### config.mk
export PLATFORM = sky130hd
export DESIGN_NAME = dgcp_top
export DESIGN_NICKNAME = d
export VERILOG_FILES = /design/src/common/dgcp_pkg.sv /design/src/verilog/dgcp_match_unit.sv /design/src/verilog/dgcp_top.sv
export SDC_FILE = /design/constraint.sdc
export NUM_CORES = 1
export LEC_CHECK = 0
export ABC_CLOCK_PERIOD_IN_PS = 2900
export BUFFER_PORTS_ARGS = -buffer_cell sky130_fd_sc_hd__buf_2
export CAP_MARGIN = 20
export CORE_MARGIN = 2
export CORE_UTILIZATION = 50
export CTS_BUF_LIST = sky130_fd_sc_hd__clkbuf_2
export DETAILED_ROUTE_END_ITERATION = 8
export PLACE_DENSITY = 0.83
export SLEW_MARGIN = 20
export SYNTH_ARGS = -nofsm -noshare
export SYNTH_HDL_FRONTEND = slang
export SYNTH_SLANG_ARGS = --single-unit
### constraint.sdc
create_clock -name aclk -period 2.9 [get_ports aclk]
set_input_delay 0.435 -clock aclk [delete_from_list [all_inputs] [get_ports aclk]]
set_output_delay 0.435 -clock aclk [all_outputs]
set_load 0.05 [all_outputs]
### src/common/dgcp_pkg.sv
// package: register map, field positions and carrier types of the dma block
package dgcp_pkg;
  // ***********************************************************
  // sizes
  // ***********************************************************
  localparam int NCH = 4; // number of channels
  localparam int ADDR_W = 8; // axi address width
  localparam int DATA_W = 32; // axi data width
  localparam int BYTE_W = 8; // pattern byte width
  localparam int IDX_W = 4; // word index width
  localparam int IDX_LSB = 2; // word index lowest address bit
  // ***********************************************************
  // register word indexes (byte address = index * 4)
  // ***********************************************************
  localparam logic [IDX_W-1:0] IDX_GLOBAL = 4'h0; // dma_global_control
  localparam logic [IDX_W-1:0] IDX_MODE = 4'h1; // pattern mode enables
  localparam logic [IDX_W-1:0] IDX_HIT = 4'h2; // match hit flags, w1c
  localparam logic [IDX_W-1:0] IDX_MATCH0 = 4'h4; // channel_match_byte 0
  // ***********************************************************
  // field positions and reset values
  // ***********************************************************
  localparam int ON_BIT = 15; // module enable
  localparam int SUSPEND_BIT = 12; // transfer suspend
  localparam int BUSY_BIT = 11; // dma_active_flag
  localparam int LANE_CTRL = 1; // byte lane holding on and suspend
  localparam int LANE_MATCH = 0; // byte lane holding the pattern
  localparam logic RST_BIT = 1'h0; // reset value of control bits
  localparam logic [BYTE_W-1:0] RST_BYTE = 8'h00; // reset pattern byte
  localparam logic [NCH-1:0] RST_CH = 4'h0; // reset channel bit vector
  localparam logic [DATA_W-1:0] ZERO_WORD = 32'h0000_0000; // zero word
  // ***********************************************************
  // axi responses
  // ***********************************************************
  localparam logic [1:0] RESP_OKAY = 2'h0; // access done
  localparam logic [1:0] RESP_SLVERR = 2'h2; // unmapped address
  // ***********************************************************
  // carrier types
  // ***********************************************************
  typedef struct packed {
    logic valid; // a byte is offered for transfer
    logic [BYTE_W-1:0] data; // the byte itself
  } dgcp_beat_t;
endpackage

### src/verilog/dgcp_match_unit.sv
// file: per-channel pattern compare that ends a transfer on a match
`timescale 1ns/1ps
module dgcp_match_unit (
  input wire logic aclk, // system clock
  input wire logic aresetn, // synchronous reset, active low
  input wire logic ce, // clock enable, freezes state when low
  input wire logic xfer, // a byte moves this cycle
  input wire logic [dgcp_pkg::BYTE_W-1:0] data, // the moving byte
  input wire logic [dgcp_pkg::BYTE_W-1:0] pattern, // byte to be matched
  input wire logic pattern_mode, // channel is in pattern terminate mode
  output logic done // one-cycle pulse: transfer ended on match
);
  // ***********************************************************
  // compare
  // ***********************************************************
  // the pattern is looked at only in pattern mode
  wire logic equal = (data == pattern);
  wire logic next_done = xfer & pattern_mode & equal;

  // registered terminate pulse
  always_ff @(posedge aclk) begin
    if (!aresetn) begin
      done <= dgcp_pkg::RST_BIT;
    end else if (ce) begin
      done <= next_done;
    end
  end

  // ***********************************************************
  // checks
  // ***********************************************************
  match_end_a: assert property (
    @(posedge aclk) disable iff (!aresetn)
    (ce && xfer && pattern_mode && data == pattern) |=> done)
    else $error("matched byte did not end the transfer");

  mode_ignore_a: assert property (
    @(posedge aclk) disable iff (!aresetn)
    (ce && !pattern_mode) |=> !done)
    else $error("terminate raised outside pattern mode");
endmodule

### src/verilog/dgcp_top.sv
// file: global control, busy status and channel match bytes of the dma block
// Operation
// - global enable bit 15 turns the whole dma module on; 0 keeps it off
// - suspend bit 12 holds off every transfer; 0 lets transfers run
// - busy bit 11 reads 1 whenever the module is active
// - busy bit reads 0 when disabled and nothing is transferring
// - control bits 31-16, 14-13 and 10-0 always read zero
// - match byte register bits 31-8 read zero
// - outside pattern terminate mode the match byte is ignored
`timescale 1ns/1ps
module dgcp_top (
  input wire logic aclk, // system clock, 40 MHz
  input wire logic aresetn, // synchronous reset, active low
  input wire logic ce, // clock enable, freezes state when low
  // axi4-lite write address
  input wire logic awvalid, // write address valid
  output logic awready, // write address ready
  input wire logic [dgcp_pkg::ADDR_W-1:0] awaddr, // write address
  // axi4-lite write data
  input wire logic wvalid, // write data valid
  output logic wready, // write data ready
  input wire logic [dgcp_pkg::DATA_W-1:0] wdata, // write data
  input wire logic [3:0] wstrb, // write byte strobes
  // axi4-lite write response
  output logic bvalid, // write response valid
  input wire logic bready, // write response ready
  output logic [1:0] bresp, // write response code
  // axi4-lite read address
  input wire logic arvalid, // read address valid
  output logic arready, // read address ready
  input wire logic [dgcp_pkg::ADDR_W-1:0] araddr, // read address
  // axi4-lite read data
  output logic rvalid, // read data valid
  input wire logic rready, // read data ready
  output logic [dgcp_pkg::DATA_W-1:0] rdata, // read data
  output logic [1:0] rresp, // read response code
  // channel engines
  input wire dgcp_pkg::dgcp_beat_t [dgcp_pkg::NCH-1:0] ch_beat, // bytes
  output logic [dgcp_pkg::NCH-1:0] ch_ready, // byte may move
  output logic [dgcp_pkg::NCH-1:0] ch_done // end of transfer on match
);
  // ***********************************************************
  // state
  // ***********************************************************
  logic on; // module enable
  logic suspend; // transfer hold-off
  logic busy; // dma_active_flag
  logic [dgcp_pkg::NCH-1:0] mode; // pattern terminate mode per channel
  logic [dgcp_pkg::NCH-1:0] hit; // sticky match flags
  logic [dgcp_pkg::BYTE_W-1:0] pattern [dgcp_pkg::NCH]; // match bytes

  // ***********************************************************
  // channel gating
  // ***********************************************************
  // transfers move only when enabled and not suspended
  wire logic run = on & ~suspend;
  wire logic [dgcp_pkg::NCH-1:0] xfer;
  wire logic next_busy = on | (|xfer);

  // ***********************************************************
  // write decode
  // ***********************************************************
  // address and data are taken together, one write at a time
  wire logic wr_take = awvalid & wvalid & ~bvalid & ce;
  wire logic [dgcp_pkg::IDX_W-1:0] aw_idx =
    awaddr[dgcp_pkg::IDX_LSB +: dgcp_pkg::IDX_W];
  // upper address bits must be clear too, so the map has no aliases
  wire logic aw_aligned = (awaddr[dgcp_pkg::IDX_LSB-1:0] == 2'h0)
    & (awaddr[dgcp_pkg::ADDR_W-1:dgcp_pkg::IDX_LSB+dgcp_pkg::IDX_W] == 2'h0);
  wire logic wr_glob = wr_take & aw_aligned & (aw_idx == dgcp_pkg::IDX_GLOBAL);
  wire logic wr_mode = wr_take & aw_aligned & (aw_idx == dgcp_pkg::IDX_MODE);
  wire logic wr_hit = wr_take & aw_aligned & (aw_idx == dgcp_pkg::IDX_HIT);
  wire logic wr_ctl_lane = wstrb[dgcp_pkg::LANE_CTRL];
  wire logic wr_low_lane = wstrb[dgcp_pkg::LANE_MATCH];
  wire logic [dgcp_pkg::NCH-1:0] wr_match;
  wire logic aw_match_hit = |wr_match;
  wire logic aw_ok = aw_aligned & ((aw_idx == dgcp_pkg::IDX_GLOBAL)
    | (aw_idx == dgcp_pkg::IDX_MODE) | (aw_idx == dgcp_pkg::IDX_HIT)
    | aw_match_hit);
  // set wins over a write-one clear
  wire logic [dgcp_pkg::NCH-1:0] hit_clr =
    (wr_hit & wr_low_lane) ? wdata[dgcp_pkg::NCH-1:0] : dgcp_pkg::RST_CH;
  wire logic [dgcp_pkg::NCH-1:0] next_hit = (hit & ~hit_clr) | ch_done;

  assign awready = wr_take;
  assign wready = wr_take;

  // ***********************************************************
  // read decode
  // ***********************************************************
  wire logic rd_take = arvalid & ~rvalid & ce;
  wire logic [dgcp_pkg::IDX_W-1:0] ar_idx =
    araddr[dgcp_pkg::IDX_LSB +: dgcp_pkg::IDX_W];
  wire logic ar_aligned = (araddr[dgcp_pkg::IDX_LSB-1:0] == 2'h0)
    & (araddr[dgcp_pkg::ADDR_W-1:dgcp_pkg::IDX_LSB+dgcp_pkg::IDX_W] == 2'h0);
  wire logic [dgcp_pkg::DATA_W-1:0] rd_match [dgcp_pkg::NCH];
  wire logic [dgcp_pkg::NCH-1:0] ar_match;
  // only the three documented bits are live, the rest read zero
  wire logic [dgcp_pkg::DATA_W-1:0] rd_glob = dgcp_pkg::ZERO_WORD
    | (dgcp_pkg::DATA_W'(on) << dgcp_pkg::ON_BIT)
    | (dgcp_pkg::DATA_W'(suspend) << dgcp_pkg::SUSPEND_BIT)
    | (dgcp_pkg::DATA_W'(busy) << dgcp_pkg::BUSY_BIT);
  wire logic [dgcp_pkg::DATA_W-1:0] rd_mode = dgcp_pkg::DATA_W'(mode);
  wire logic [dgcp_pkg::DATA_W-1:0] rd_hit = dgcp_pkg::DATA_W'(hit);
  logic [dgcp_pkg::DATA_W-1:0] rd_chan; // or of selected match words
  wire logic ar_ok = ar_aligned & ((ar_idx == dgcp_pkg::IDX_GLOBAL)
    | (ar_idx == dgcp_pkg::IDX_MODE) | (ar_idx == dgcp_pkg::IDX_HIT)
    | (|ar_match));
  wire logic [dgcp_pkg::DATA_W-1:0] rd_word =
    !ar_aligned ? dgcp_pkg::ZERO_WORD :
    (ar_idx == dgcp_pkg::IDX_GLOBAL) ? rd_glob :
    (ar_idx == dgcp_pkg::IDX_MODE) ? rd_mode :
    (ar_idx == dgcp_pkg::IDX_HIT) ? rd_hit : rd_chan;

  assign arready = rd_take;

  // ***********************************************************
  // per-channel logic
  // ***********************************************************
  genvar gi;
  generate
    for (gi = 0; gi < dgcp_pkg::NCH; gi = gi + 1) begin : g_ch
      assign ch_ready[gi] = run;
      assign xfer[gi] = ch_beat[gi].valid & run;
      assign wr_match[gi] = wr_take & aw_aligned
        & (aw_idx == dgcp_pkg::IDX_MATCH0 + dgcp_pkg::IDX_W'(gi));
      assign ar_match[gi] =
        (ar_idx == dgcp_pkg::IDX_MATCH0 + dgcp_pkg::IDX_W'(gi));
      // upper bits of the match word read zero
      assign rd_match[gi] = dgcp_pkg::DATA_W'(pattern[gi]);

      // match byte store, low byte lane only
      always_ff @(posedge aclk) begin
        if (!aresetn) begin
          pattern[gi] <= dgcp_pkg::RST_BYTE;
        end else if (wr_match[gi] && wr_low_lane) begin
          pattern[gi] <= wdata[dgcp_pkg::BYTE_W-1:0];
        end
      end

      dgcp_match_unit u_match (
        .aclk(aclk),
        .aresetn(aresetn),
        .ce(ce),
        .xfer(xfer[gi]),
        .data(ch_beat[gi].data),
        .pattern(pattern[gi]),
        .pattern_mode(mode[gi]),
        .done(ch_done[gi])
      );
    end
  endgenerate

  // match word selection for reads
  always_comb begin
    rd_chan = dgcp_pkg::ZERO_WORD;
    for (int i = 0; i < dgcp_pkg::NCH; i++) begin
      if (ar_match[i]) begin
        rd_chan = rd_chan | rd_match[i];
      end
    end
  end

  // ***********************************************************
  // control registers
  // ***********************************************************
  // enable, suspend, modes and hit flags
  always_ff @(posedge aclk) begin
    if (!aresetn) begin
      on <= dgcp_pkg::RST_BIT;
      suspend <= dgcp_pkg::RST_BIT;
      mode <= dgcp_pkg::RST_CH;
      hit <= dgcp_pkg::RST_CH;
    end else if (ce) begin
      if (wr_glob && wr_ctl_lane) begin
        on <= wdata[dgcp_pkg::ON_BIT];
        suspend <= wdata[dgcp_pkg::SUSPEND_BIT];
      end
      if (wr_mode && wr_low_lane) begin
        mode <= wdata[dgcp_pkg::NCH-1:0];
      end
      hit <= next_hit;
    end
  end

  // busy follows enable and any moving byte
  always_ff @(posedge aclk) begin
    if (!aresetn) begin
      busy <= dgcp_pkg::RST_BIT;
    end else if (ce) begin
      busy <= next_busy;
    end
  end

  // ***********************************************************
  // bus responses
  // ***********************************************************
  // write response, held until bready
  always_ff @(posedge aclk) begin
    if (!aresetn) begin
      bvalid <= dgcp_pkg::RST_BIT;
      bresp <= dgcp_pkg::RESP_OKAY;
    end else if (ce) begin
      if (wr_take) begin
        bvalid <= 1'b1;
        bresp <= aw_ok ? dgcp_pkg::RESP_OKAY : dgcp_pkg::RESP_SLVERR;
      end else if (bready) begin
        bvalid <= 1'b0;
      end
    end
  end

  // read response, held until rready
  always_ff @(posedge aclk) begin
    if (!aresetn) begin
      rvalid <= dgcp_pkg::RST_BIT;
      rdata <= dgcp_pkg::ZERO_WORD;
      rresp <= dgcp_pkg::RESP_OKAY;
    end else if (ce) begin
      if (rd_take) begin
        rvalid <= 1'b1;
        rdata <= rd_word;
        rresp <= ar_ok ? dgcp_pkg::RESP_OKAY : dgcp_pkg::RESP_SLVERR;
      end else if (rready) begin
        rvalid <= 1'b0;
      end
    end
  end

  // ***********************************************************
  // checks
  // ***********************************************************
  off_blocks_a: assert property (
    @(posedge aclk) disable iff (!aresetn)
    !on |-> (ch_ready == dgcp_pkg::RST_CH))
    else $error("channel ready while module disabled");

  on_runs_a: assert property (
    @(posedge aclk) disable iff (!aresetn)
    (ce && wr_glob && wr_ctl_lane && wdata[dgcp_pkg::ON_BIT]
      && !wdata[dgcp_pkg::SUSPEND_BIT]) |=> (&ch_ready))
    else $error("enable write did not open the channels");

  suspend_hold_a: assert property (
    @(posedge aclk) disable iff (!aresetn)
    suspend |-> (xfer == dgcp_pkg::RST_CH))
    else $error("byte moved while suspended");

  busy_set_a: assert property (
    @(posedge aclk) disable iff (!aresetn)
    (ce && on) |=> busy)
    else $error("busy low while module active");

  busy_clear_a: assert property (
    @(posedge aclk) disable iff (!aresetn)
    (ce && !on && xfer == dgcp_pkg::RST_CH) |=> !busy)
    else $error("busy high while idle and disabled");

  ctrl_zero_a: assert property (
    @(posedge aclk) disable iff (!aresetn)
    (rd_take && ar_aligned && ar_idx == dgcp_pkg::IDX_GLOBAL)
      |=> (rdata[31:16] == 16'h0000 && rdata[14:13] == 2'h0
        && rdata[10:0] == 11'h000
        && rdata[dgcp_pkg::ON_BIT] == $past(on)))
    else $error("control readback wrong");

  match_zero_a: assert property (
    @(posedge aclk) disable iff (!aresetn)
    (rd_take && (|ar_match) && ar_aligned)
      |=> (rdata[31:8] == 24'h000000))
    else $error("match word upper bits not zero");

  hit_sticky_a: assert property (
    @(posedge aclk) disable iff (!aresetn)
    (ce && (|ch_done)) |=> ((hit & $past(ch_done)) == $past(ch_done)))
    else $error("match flag lost");
endmodule

==> impl_summary.md, run 1 <==
Status
The run finished with clean final reports.

GRT
The pin count of the biggest net entering global routing is 23. The initial antenna violation count is 1. The first global-routing pass estimated between 10000 and 15000 um of wire. Summed over all layers, the global routing overflow is 0.

The number of global-route vias before repair is 2779. Across every metal layer, demand over resource in global routing totals 0.239.

Clock network
The clock tree from TritonCTS is built. The number of buffers inserted for hold repair after clock tree synthesis is 0. Clock tree synthesis found a total of 62 sinks. The number of buffers added for setup after CTS is 0. TritonCTS created 9 clock buffers. In this run the deepest clock path goes through 2 buffers. The clock reaches the later pin of the worst-skew pair after roughly 0.52 ns.

CTS built an H-tree with a depth of 3. The root buffer cell chosen for the clock tree is clkbuf_2. In this run, post-CTS repair resized a total of 0 instances. Clock-pin slew was measured on the worst setup and hold paths at about 0.17 ns.

Setup path
The kind of launch point of the worst setup path is a flip-flop. Data on the critical path is required at its endpoint by 2.47 ns. The startpoint identified for the worst register-to-register timing path is bvalid. The worst setup path is captured at an output port.

Traced cell by cell, the critical path runs through nand3b_1, inv_1, buf_2. In this design, the largest share of critical-path delay is due to buffers and inverters. The endpoint arrival time on the critical path is between 1.5 and 2 ns.

The buffer and inverter count on the worst path is 2. The largest driver fanout on the critical path is 9. The endpoint of the most critical register-to-register path is pattern[0][7]. Across all register-to-register paths, the minimum setup slack is 1.11 ns. The category of the critical setup timing path is flip-flop to output port. The cell at the slowest stage of the critical path is dfxtp_1. The largest incremental delay on the critical path is 0.35 ns. The depth of the most critical reg-to-reg path is 5.

Worst hold path
The worst hold path stage count is 3. The worst hold path begins at wdata[12]. The path class of the tightest hold or removal check is input pin to flip-flop. The worst hold path endpoint is suspend.

Placement
The port buffer count is 97. Detailed placement ended at an HPWL of a little under 7000 um. The placer congestion estimate is 0.880.

Before CTS, the worst setup slack after placement is 0.789 ns.

Power and ir drop
The clock share of power is 0.303. The switching power as a share of total power is 0.306. For this design the static power due to leakage is 0.00166 uW. Of the total power, combinational logic draws 0.160. The switching power total is about 540 uW. The cell-internal power is 1220 uW.

Dividing total power by cell area gives a power density of about 450 mW/mm^2. The share of total power dissipated in sequential elements is 0.537. The worst-case IR drop observed on VDD is ~0.33 mV.

Layout
Relative to the synthesized area, the layout overhead comes to 16.0%. The library cell used most frequently in the layout, excluding fill and tap cells, is buf_2. The layout has between 500 and 600 filler cells. Leaving out fill and tap cells, the most frequent cells in the layout are buf_2 (97), edfxtp_1 (32), dfxtp_1 (30). The share of final-layout standard cells stronger than drive strength 1 is 0.301.

The net count of the finished layout is about 530.

Job
The tool flagged a number of max-cap violations equal to 0.

Logic synthesis
The number of warnings issued by yosys is 0. The synthesis-stage register bit count is 62. The sequential share of the synthesized area is 0.464. The per-instance average area after synthesis is between 9 and 10 sq um. Synthesis handed over a netlist of between 300 and 400 instances.

The dominant synthesized flop cell is edfxtp_1. The share of synthesized registers carrying an async set or reset is 0. The netlist uses 43 different library cells. The number of flops mapped to enable cells by yosys is 32. After synthesis the cells add up to roughly 0.0034 sq mm.

Drt
In the routed layout, each cell is associated on average with a via count of ~5.7. The first detailed-routing pass took 7 iterations. The final routed wirelength across all metal layers is between 8000 and 9000 um. The remaining design rule violation count is 0. The number of DRC markers in iteration 0 is between 200 and 250. The antenna violation net count after detailed routing is 0. The total via count after detailed routing is approximately 2900. The routed length per instance is roughly 17 um.

Floorplanning
approximately 150 I/O pins were placed. The initial cell density of the core is 0.524. The core region is 0.00642 sq mm.

The die covers 0.00741 sq mm. The die is between 80 and 90 um tall. In this run the horizontal extent of the chip is about 86 um.

Row generation in the floorplan step produced 29 rows.

STA
Setup total negative slack on the finished layout was measured at 0 ns. In the finished design, the share of the clock period the worst path needs comes to 0.703. The maximum clock rate is just under 500 MHz.

Setup violations remaining at the end of the flow were counted as 0. Setup repair after global routing left no endpoint under its margin. The actual transition at the worst max-transition pin is around 0.5 ns. The max-slew violation count is 0. The worst path needs 2.04 ns of the cycle, external delays included.

The worst setup margin is between 0.8 and 0.9 ns. The final number of hold-violating endpoints is 0. Headroom to the max-slew limit came out at 0.667.

The maximum clock skew at final layout is approximately 0.034 ns.
[cells in the mapped netlist, types with 2 or more instances]
| master | instances | area, sq um |
|---|---|---|
| a211oi_1 | 2 | 15.0 |
| a21oi_1 | 12 | 60.1 |
| a221oi_1 | 3 | 26.3 |
| a22oi_1 | 3 | 22.5 |
| a311oi_1 | 4 | 35.0 |
| and2_1 | 19 | 119 |
| and3_1 | 2 | 12.5 |
| buf_4 | 33 | 248 |
| clkbuf_1 | 10 | 37.5 |
| dfxtp_1 | 30 | 601 |
| edfxtp_1 | 32 | 961 |
| inv_1 | 15 | 56.3 |
| mux2_2 | 3 | 33.8 |
| mux2i_1 | 6 | 60.1 |
| mux4_2 | 4 | 90.1 |
| nand2_1 | 26 | 97.6 |
| nand3_1 | 3 | 15.0 |
| nand3b_1 | 3 | 22.5 |
| nand4_1 | 12 | 75.1 |
| nor2_1 | 16 | 60.1 |
| nor2b_1 | 2 | 12.5 |
| nor3_1 | 15 | 75.1 |
| nor4_1 | 8 | 50.1 |
| o211ai_1 | 3 | 22.5 |
| o21ai_0 | 17 | 85.1 |
| o31ai_1 | 5 | 37.5 |
| o41ai_1 | 3 | 26.3 |
| or4_4 | 2 | 22.5 |
| xnor2_1 | 20 | 175 |
| xor2_1 | 12 | 105 |
[worst reg2reg max path, cell delays in order, from the launching register on]
cell     delay (ns)
dfxtp_1        0.35
and4b_1        0.24
buf_4          0.17
nand4_1        0.29
nor3_1         0.44
and2_1         0.19
[through the flow]
step           utilization  std cells  hold slack [ns]  total power (uW)  area [sq um]
3_3_place_gp         0.590        496            0.434              1240          3790
2_1_floorplan            -        360            0.448              1170          3450
5_1_grt              0.608        513            0.163              1810          3910
4_1_cts              0.608        512            0.148              1760          3900
3_5_place_dp         0.590        496            0.437              1240          3790
6_report             0.608        513            0.155              1760          3910
[logic make-up after synthesis]
logic type,Yosys count,share of synthesized area
XOR/XNOR,32,0.0832
AO/OA/AOI/OAI,54,0.102
buffers and inverters,60,0.104
flip-flops,62,0.464
AND/OR/NAND/NOR,116,0.191
multiplexers,13,0.0546
other,1,0.00111
[per-layer routing]
layer	share of wire	vias to the layer above	wire length [um]	global-route usage
met5	0	-	0	0
met4	0.041	0	359	0.153
met3	0.081	38	704	0.0443
met2	0.51	152	4450	0.406
met1	0.37	1364	3220	0.276
li1	-	1350	-	-
[worst max-delay path by stage]
stage               startpoint       endpoint  cells after the start
finish                  rvalid        arready                      3
global route            rvalid        arready                      3
CTS                     rvalid        arready                      3
detailed placement          ce  pattern[0][4]                      6
global placement            ce  pattern[3][5]                      7
floorplan               bvalid  pattern[0][0]                      4
[sequential cells by signal (all words and copies together), names as in the netlist]
name / flops
bvalid: 1
rresp: 1
rdata: 11
g_ch.u_match.done: 4
pattern: 32
rvalid: 1
busy: 1
on: 1
suspend: 1
hit: 4
bresp: 1
mode: 4
[layout make-up]
| class | instances | area (sq um) | share of cell area |
|---|---|---|---|
| Clock buffer | 10 | 50.0 | 0.0128 |
| Sequential cell | 62 | 1560 | 0.400 |
| Multi-Input combinational cell | 238 | 1540 | 0.394 |
| Antenna cell | 1 | 2.50 | 0.000641 |
| Clock inverter | 6 | 63.8 | 0.0163 |
| Inverter | 15 | 56.3 | 0.0144 |
| Timing Repair Buffer | 104 | 538 | 0.138 |
| Tap cell | 77 | 96.3 | 0.0247 |
[power groups by stage]
stage | Sequential, uW | Combinational [uW] | Clock, uW
after global placement | 964 | 274 | 0
after floorplan | 974 | 199 | 0
after CTS | 946 | 279 | 533
final | 946 | 283 | 534
after detailed placement | 965 | 278 | 0
after global routing | 948 | 300 | 564
Note: power is estimated with default switching activity, not from simulation.
==> run 2, diff against run 1 <==
--- a/config.mk
+++ b/config.mk
@@ -5,14 +5,14 @@
 export SDC_FILE = /design/constraint.sdc
 export NUM_CORES = 1
 export LEC_CHECK = 0
-export ABC_CLOCK_PERIOD_IN_PS = 2900
+export ABC_CLOCK_PERIOD_IN_PS = 2150
 export BUFFER_PORTS_ARGS = -buffer_cell sky130_fd_sc_hd__buf_2
 export CAP_MARGIN = 20
 export CORE_MARGIN = 2
-export CORE_UTILIZATION = 50
+export CORE_UTILIZATION = 49
 export CTS_BUF_LIST = sky130_fd_sc_hd__clkbuf_2
 export DETAILED_ROUTE_END_ITERATION = 8
-export PLACE_DENSITY = 0.83
+export PLACE_DENSITY = 0.82
 export SLEW_MARGIN = 20
 export SYNTH_ARGS = -nofsm -noshare
 export SYNTH_HDL_FRONTEND = slang
==> constraint.sdc (replaced) <==
create_clock -name aclk -period 2.15 [get_ports aclk]
set_input_delay 0.3225 -clock aclk [delete_from_list [all_inputs] [get_ports aclk]]
set_output_delay 0.3225 -clock aclk [all_outputs]
set_load 0.05 [all_outputs]
==> impl_summary.md, run 2 (synthesis results as in run 1) <==
Placement
The estimated wirelength of the detail-placed design was 6820 um (+1.2%). The placer congestion estimate is 0.856 (-2.8%). The port buffer count is 97 (unchanged).

The minimum setup slack after placement was 0.252 ns (-0.537 ns). The placed cell count is 501 (+1.0%). The area of placed instances came to 0.00381 sq mm (+0.63%).

Clock network
The number of sinks driven by the clock tree is 62 (unchanged). The clock tree from TritonCTS is built. The depth of the CTS H-tree is 3 (unchanged). The clock transition at the registers of the reported paths is 0.18 ns (about the same). The number of gates resized after CTS came to 0 (unchanged). The number of buffers on the longest clock path came to 2 (unchanged). The number of buffers created by CTS is 9 (unchanged). The number of buffers added for setup after CTS is 0 (unchanged).

The latest clock arrival within the worst-skew pair is 0.50 ns (-0.02 ns). Clock tree synthesis selected as its root buffer the cell clkbuf_2. The number of buffers inserted for hold repair after clock tree synthesis is 0 (unchanged).

Power and ir drop
The cell-internal power is 1760 uW (+44%). The clock share of power came to 0.333 (+0.030). The largest voltage drop on the vdd net came to 0.265 mV (-19%). The combinational power share was 0.155 (-0.005). The leakage power total is 0.00167 uW (+0.91%). The switching power as a share of total power was 0.295 (-0.0109). The relative contribution of sequential cells to total power is 0.511 (-0.026). The switching power total is 737 uW (+36%). The power density over cell area came to 632 mW/mm^2 (+40%).

STA
The final number of hold-violating endpoints came to 0 (unchanged). Setup repair after global routing left no endpoint under its margin. The final count of negative-setup-slack endpoints is 0 (unchanged).

Subtracting the final worst setup slack from the clock period gives approximately 2.0 ns. Based on the critical path, the design can be clocked at up to a little over 500 MHz. The max-slew violation count is 0 (unchanged).

In the finished design, the share of the clock period the worst path needs comes to 0.917. The maximum clock skew at final layout was 0.0153 ns (-0.0185 ns). The hold slack came to 0.0593 ns (-0.0960 ns). The total negative slack was 0 ns (unchanged). The worst setup margin is 0.178 ns (-0.682 ns).

Layout
The combined flip-flop and latch cell area is 0.00156 sq mm (unchanged). The top cell types in the final layout, fill and taps aside, are buf_2 (97), edfxtp_1 (32), dfxtp_1 (30). The post-layout net count is 528 (+0.38%). The leading cell type in the layout, fill and taps excluded is buf_2. The combined area of the multi-input logic cells is 0.00154 sq mm (+0.33%).

The number of filler cells placed in the layout is 571 (+8.8%). Compared with the post-synthesis result, the final layout area differs by 17.2%. The count of inserted antenna diode cells is 0 (-1). The share of final-layout standard cells stronger than drive strength 1 is 0.307 (+0.00549). The non-filler instance count after layout is 517 (+0.78%). The number of flip-flops in the largest register is 32 (unchanged). Counting flops per register, the top entry is pattern. The final instance area is 0.00395 sq mm (+1.1%). The largest registers in the layout are pattern x32, rdata x11.

Drt
The number of DRC markers in iteration 0 is 281 (+17%). The number of optimization iterations in the first detailed-route pass is 5 (-2). The remaining design rule violation count is 0 (unchanged). The detailed-routing wirelength on met1 came to 3280 um (+1.8%). The per-cell via count in the routed design is 5.70 (+0.70%).

The final routed wirelength across all metal layers is 8850 um (+1.4%). In this run the top signal layer used is met4. The met3 routed wirelength was 681 um (-3.3%). The routed length per instance is 17.1 um (+0.61%). The antenna violation net count after detailed routing is 0 (unchanged). The routed length on met2 was 4510 um (+1.3%). The total via count after detailed routing is 2947 (+1.5%).

Floorplanning
The vertical extent of the die is 86.9 um (+0.97%). The cell row count is 30 (+3.4%). The number of primary I/O pins is 145 (unchanged). The initial cell density of the core was 0.501 (-0.0231).

The core outline area was 0.00672 sq mm (+4.6%). The overall die area is 0.00755 sq mm (+1.9%). The width of the chip is 86.9 um (+0.97%).

Job
The count of maximum capacitance violations came to 0 (unchanged).

Worst hold path
The worst hold-check path type is input pin to flip-flop. In this run the most critical hold path is launched from wdata[12]. The worst hold path stage count is 3 (unchanged). The worst hold path endpoint is suspend.

Setup path
The reg2reg setup slack is 0.30 ns (-0.81 ns). The endpoint of the most critical register-to-register path is suspend. The cell at the slowest stage of the critical path is and4b_1. The data required time of the worst path is 1.83 ns (-0.64 ns). In this run the critical register-to-register path is launched from bvalid. On the critical path the largest part of the delay comes from simple AND/OR/NAND/NOR gates.

The buffer and inverter count on the worst path is 1 (-1). The kind of launch point of the worst setup path is a flip-flop. The largest incremental delay on the critical path is 0.48 ns (+0.13 ns). The depth of the most critical reg-to-reg path is 4 (-1). The timing startpoint of the critical path is bvalid. The critical path is of the flip-flop to output port type. The signal on the critical path passes through and4b_1, buf_2. The largest driver fanout on the critical path was 11 (+2).

The critical path endpoint category is an output port. The endpoint arrival time on the critical path is 1.65 ns (+0.05 ns).

GRT
The pin count of the biggest net entering global routing was 23 (unchanged). The number of global-route vias before repair was 2891 (+4.0%). The total global routing overflow is 0 (unchanged). The overall global routing resource usage is 0.239 (-0.000473). The initial antenna violation count is 0 (-1). The wire length of the first global-routing pass came to 13500 um (+2.1%).

Status
The run finished with clean final reports.
## run 2: per-stage QoR
stage	utilization	power, uW
finish	0.588	2490
detailed placement	0.568	1680
CTS	0.588	2480
floorplan	-	1580
global placement	0.568	1670
global route	0.588	2580
## run 2: how the worst max path moves through the flow
| stage | to | cells past startpoint |
|---|---|---|
| final | awready | 2 |
| after global routing | wready | 2 |
| after CTS | awready | 2 |
| after detailed placement | suspend | 5 |
| after global placement | pattern[0][6] | 6 |
| after floorplan | pattern[0][0] | 4 |
## run 2: power by group through the flow
| stage | combinational [uW] | sequential (uW) | clock, uW |
|---|---|---|---|
| 2_1_floorplan | 269 | 1310 | 0 |
| 3_3_place_gp | 374 | 1300 | 0 |
| 3_5_place_dp | 380 | 1300 | 0 |
| 4_1_cts | 382 | 1280 | 823 |
| 5_1_grt | 413 | 1280 | 890 |
| 6_report | 387 | 1280 | 831 |
## run 2: final cells by class
class | count | share of cell area
Clock buffer | 9 | 0.0114
Timing Repair Buffer | 106 | 0.140
Inverter | 15 | 0.0143
Multi-Input combinational cell | 238 | 0.391
Tap cell | 80 | 0.0254
Sequential cell | 62 | 0.396
Clock inverter | 7 | 0.0225
## run 2: metal layers
layer  GRT usage  up-vias
li1            -     1352
met1       0.270     1402
met2       0.400      156
met3      0.0645       37
met4       0.146        0
met5           0        -
## run 2: tightest hold or removal path, stage by stage
cell,delay (ns)
buf_2,0.09
nand2_1,0.04
mux2i_1,0.06
==> run 3, diff against run 2 <==
--- a/config.mk
+++ b/config.mk
@@ -6,13 +6,12 @@
 export NUM_CORES = 1
 export LEC_CHECK = 0
 export ABC_CLOCK_PERIOD_IN_PS = 2150
-export BUFFER_PORTS_ARGS = -buffer_cell sky130_fd_sc_hd__buf_2
-export CAP_MARGIN = 20
+export BUFFER_PORTS_ARGS = -buffer_cell sky130_fd_sc_hd__clkbuf_2
+export CAP_MARGIN = 15
 export CORE_MARGIN = 2
-export CORE_UTILIZATION = 49
-export CTS_BUF_LIST = sky130_fd_sc_hd__clkbuf_2
+export CORE_UTILIZATION = 48
 export DETAILED_ROUTE_END_ITERATION = 8
-export PLACE_DENSITY = 0.82
+export PLACE_DENSITY = 0.81
 export SLEW_MARGIN = 20
 export SYNTH_ARGS = -nofsm -noshare
 export SYNTH_HDL_FRONTEND = slang
==> impl_summary.md, run 3 (synthesis results as in run 1) <==
Status
The flow ran to the end, and the final reports show no timing, DRC or antenna violations.

Layout
The leading cell type in the layout, fill and taps excluded is clkbuf_2. The share of final-layout standard cells stronger than drive strength 1 came to 0.312 (+0.00544). The count of inserted antenna diode cells was 0 (unchanged). The register with the highest flop count is pattern.

The number of flip-flops in the largest register is 32 (unchanged). The final instance area was 0.00405 sq mm (+2.7%). The post-layout net count was 530 (+0.38%). The top cell types in the final layout, fill and taps aside, are clkbuf_2 (97), edfxtp_1 (32), dfxtp_1 (30). The largest registers in the layout are pattern x32, rdata x11. The area growth from synthesis to layout is 20.4%.

Setup path
The largest driver fanout on the critical path is 11 (unchanged). The data required time of the worst path was 1.83 ns (about the same). The endpoint arrival time on the critical path is 1.50 ns (-0.15 ns). The critical path in this run is classified as flip-flop to output port. Traced cell by cell, the critical path runs through and4b_1, clkbuf_2. The cell at the slowest stage of the critical path is and4b_1. The largest incremental delay on the critical path came to 0.49 ns (about the same). The critical path endpoint category is an output port. STA classifies the critical path startpoint as a flip-flop.

The reg2reg setup slack is 0.39 ns (+0.09 ns).

Clock network
The number of buffers on the longest clock path is 2 (unchanged). The depth of the CTS H-tree is 3 (unchanged). The clock transition at the registers of the reported paths is 0.08 ns (-0.10 ns). The number of sinks driven by the clock tree came to 62 (unchanged). The number of gates resized after CTS was 0 (unchanged). The number of buffers created by CTS is 9 (unchanged). The number of buffers added for setup after CTS came to 0 (unchanged). The clock tree from TritonCTS is built. The latest clock arrival within the worst-skew pair is 0.35 ns (-0.15 ns).

The number of buffers inserted for hold repair after clock tree synthesis is 0 (unchanged). The cell at the root of the clock tree is clkbuf_8.

Drt
The per-cell via count in the routed design is 5.37 (-5.9%). The routed length per instance came to 16.0 um (-6.5%). The number of optimization iterations in the first detailed-route pass came to 5 (unchanged).

The final routed wirelength across all metal layers is 8570 um (-3.2%). The antenna violation net count after detailed routing came to 0 (unchanged). The total via count after detailed routing is 2871 (-2.6%). The remaining design rule violation count is 0 (unchanged). The number of DRC markers in iteration 0 is 192 (-32%).

Placement
The minimum setup slack after placement was 0.272 ns (+0.0197 ns). The port buffer count is 97 (unchanged). The placer congestion estimate came to 0.839 (-2.0%).

The estimated wirelength of the detail-placed design is 6720 um (-1.5%). The area of placed instances came to 0.00385 sq mm (+0.92%).

GRT
The number of global-route vias before repair is 2764 (-4.4%). The pin count of the biggest net entering global routing came to 23 (unchanged). The wire length of the first global-routing pass is 13300 um (-2.0%).

The total global routing overflow is 0 (unchanged). The overall global routing resource usage came to 0.232 (-0.00719). The initial antenna violation count is 0 (unchanged).

Power and ir drop
The leakage power total is 0.00170 uW (+1.7%). The power density over cell area was 674 mW/mm^2 (+6.6%). The largest voltage drop on the vdd net is 0.458 mV (+73%).

Floorplanning
The width of the chip came to 87.8 um (+0.98%). The number of primary I/O pins is 145 (unchanged). The vertical extent of the die is 87.8 um (+0.98%). The cell row count is 30 (unchanged).

The initial cell density of the core was 0.496 (-0.00554). The core outline area is 0.00679 sq mm (+1.1%). The overall die area is 0.00770 sq mm (+2.0%).

STA
The worst setup margin is 0.323 ns (+0.144 ns). The final count of negative-setup-slack endpoints was 0 (unchanged). The maximum clock rate was 547 MHz (+7.9%).

In this run the tightest slew margin relative to its limit is 0.627. The max-slew violation count is 0 (unchanged). The total negative slack is 0 ns (unchanged). The actual transition at the worst max-transition pin is 0.559 ns. Setup repair after global routing left no endpoint under its margin.

The period utilization was 0.850 (-0.0672). The maximum clock skew at final layout was 0.00694 ns (-0.00836 ns). The final number of hold-violating endpoints was 0 (unchanged). The post-route minimum period was 1.83 ns (-0.144 ns).

Job
The count of maximum capacitance violations came to 0 (unchanged).

Worst hold path
The worst hold-check path type is input pin to flip-flop.
==> run 3: cell count changes in the layout (fill, tap and decap cells not counted), moves of 2 or more <==
cell,change
buf_4,+2
clkbuf_2,+88
inv_6,+3
clkbuf_8,+9
buf_2,-97
==> run 3: report_power, final <==
group | switching (uW) | internal, uW
sequential | 15.4 | 1260
combinational | 265 | 121
clock | 516 | 553
==> run 3: stage by stage <==
stage	hold slack [ns]	util	power, uW	instances
after detailed placement	0.451	0.566	1680	519
after floorplan	0.448	-	1580	360
after global routing	0.239	0.597	2810	535
after global placement	0.438	0.566	1680	519
final	0.204	0.597	2730	535
after CTS	0.201	0.597	2730	535
==> run 3: worst max-delay path, delay by kind of cell, from the launching register on <==
family	cells	cell delay [ns]
flops	1	0.32
buf+inv	1	0.35
simple gates	1	0.49
==> run 3: area by class of cell <==
class,instances,area (sq um)
clock buffers,9,124
multi-input cells,238,1540
fillers,560,2740
clock inverters,7,80.1
repair buffers,108,568
well taps,96,120
flip-flops and latches,62,1560
inverters,15,56.3
==> run 3: worst paths after layout <==
check | to | from | depth (start not counted)
worst max-delay path | awready | bvalid | 2
worst min-delay path | suspend | wdata[12] | 3
worst max register to register | pattern[3][5] | bvalid | 5
worst min register to register | rdata[5] | rdata[5] | 2
==> run 3: metal layers <==
| metal | share of wire | vias to the layer above | GRT usage |
|---|---|---|---|
| met2 | 0.51 | 143 | 0.386 |
| met3 | 0.077 | 21 | 0.0462 |
| met5 | 0 | - | 0 |
| li1 | - | 1356 | - |
| met1 | 0.39 | 1351 | 0.291 |
| met4 | 0.025 | 0 | 0.106 |
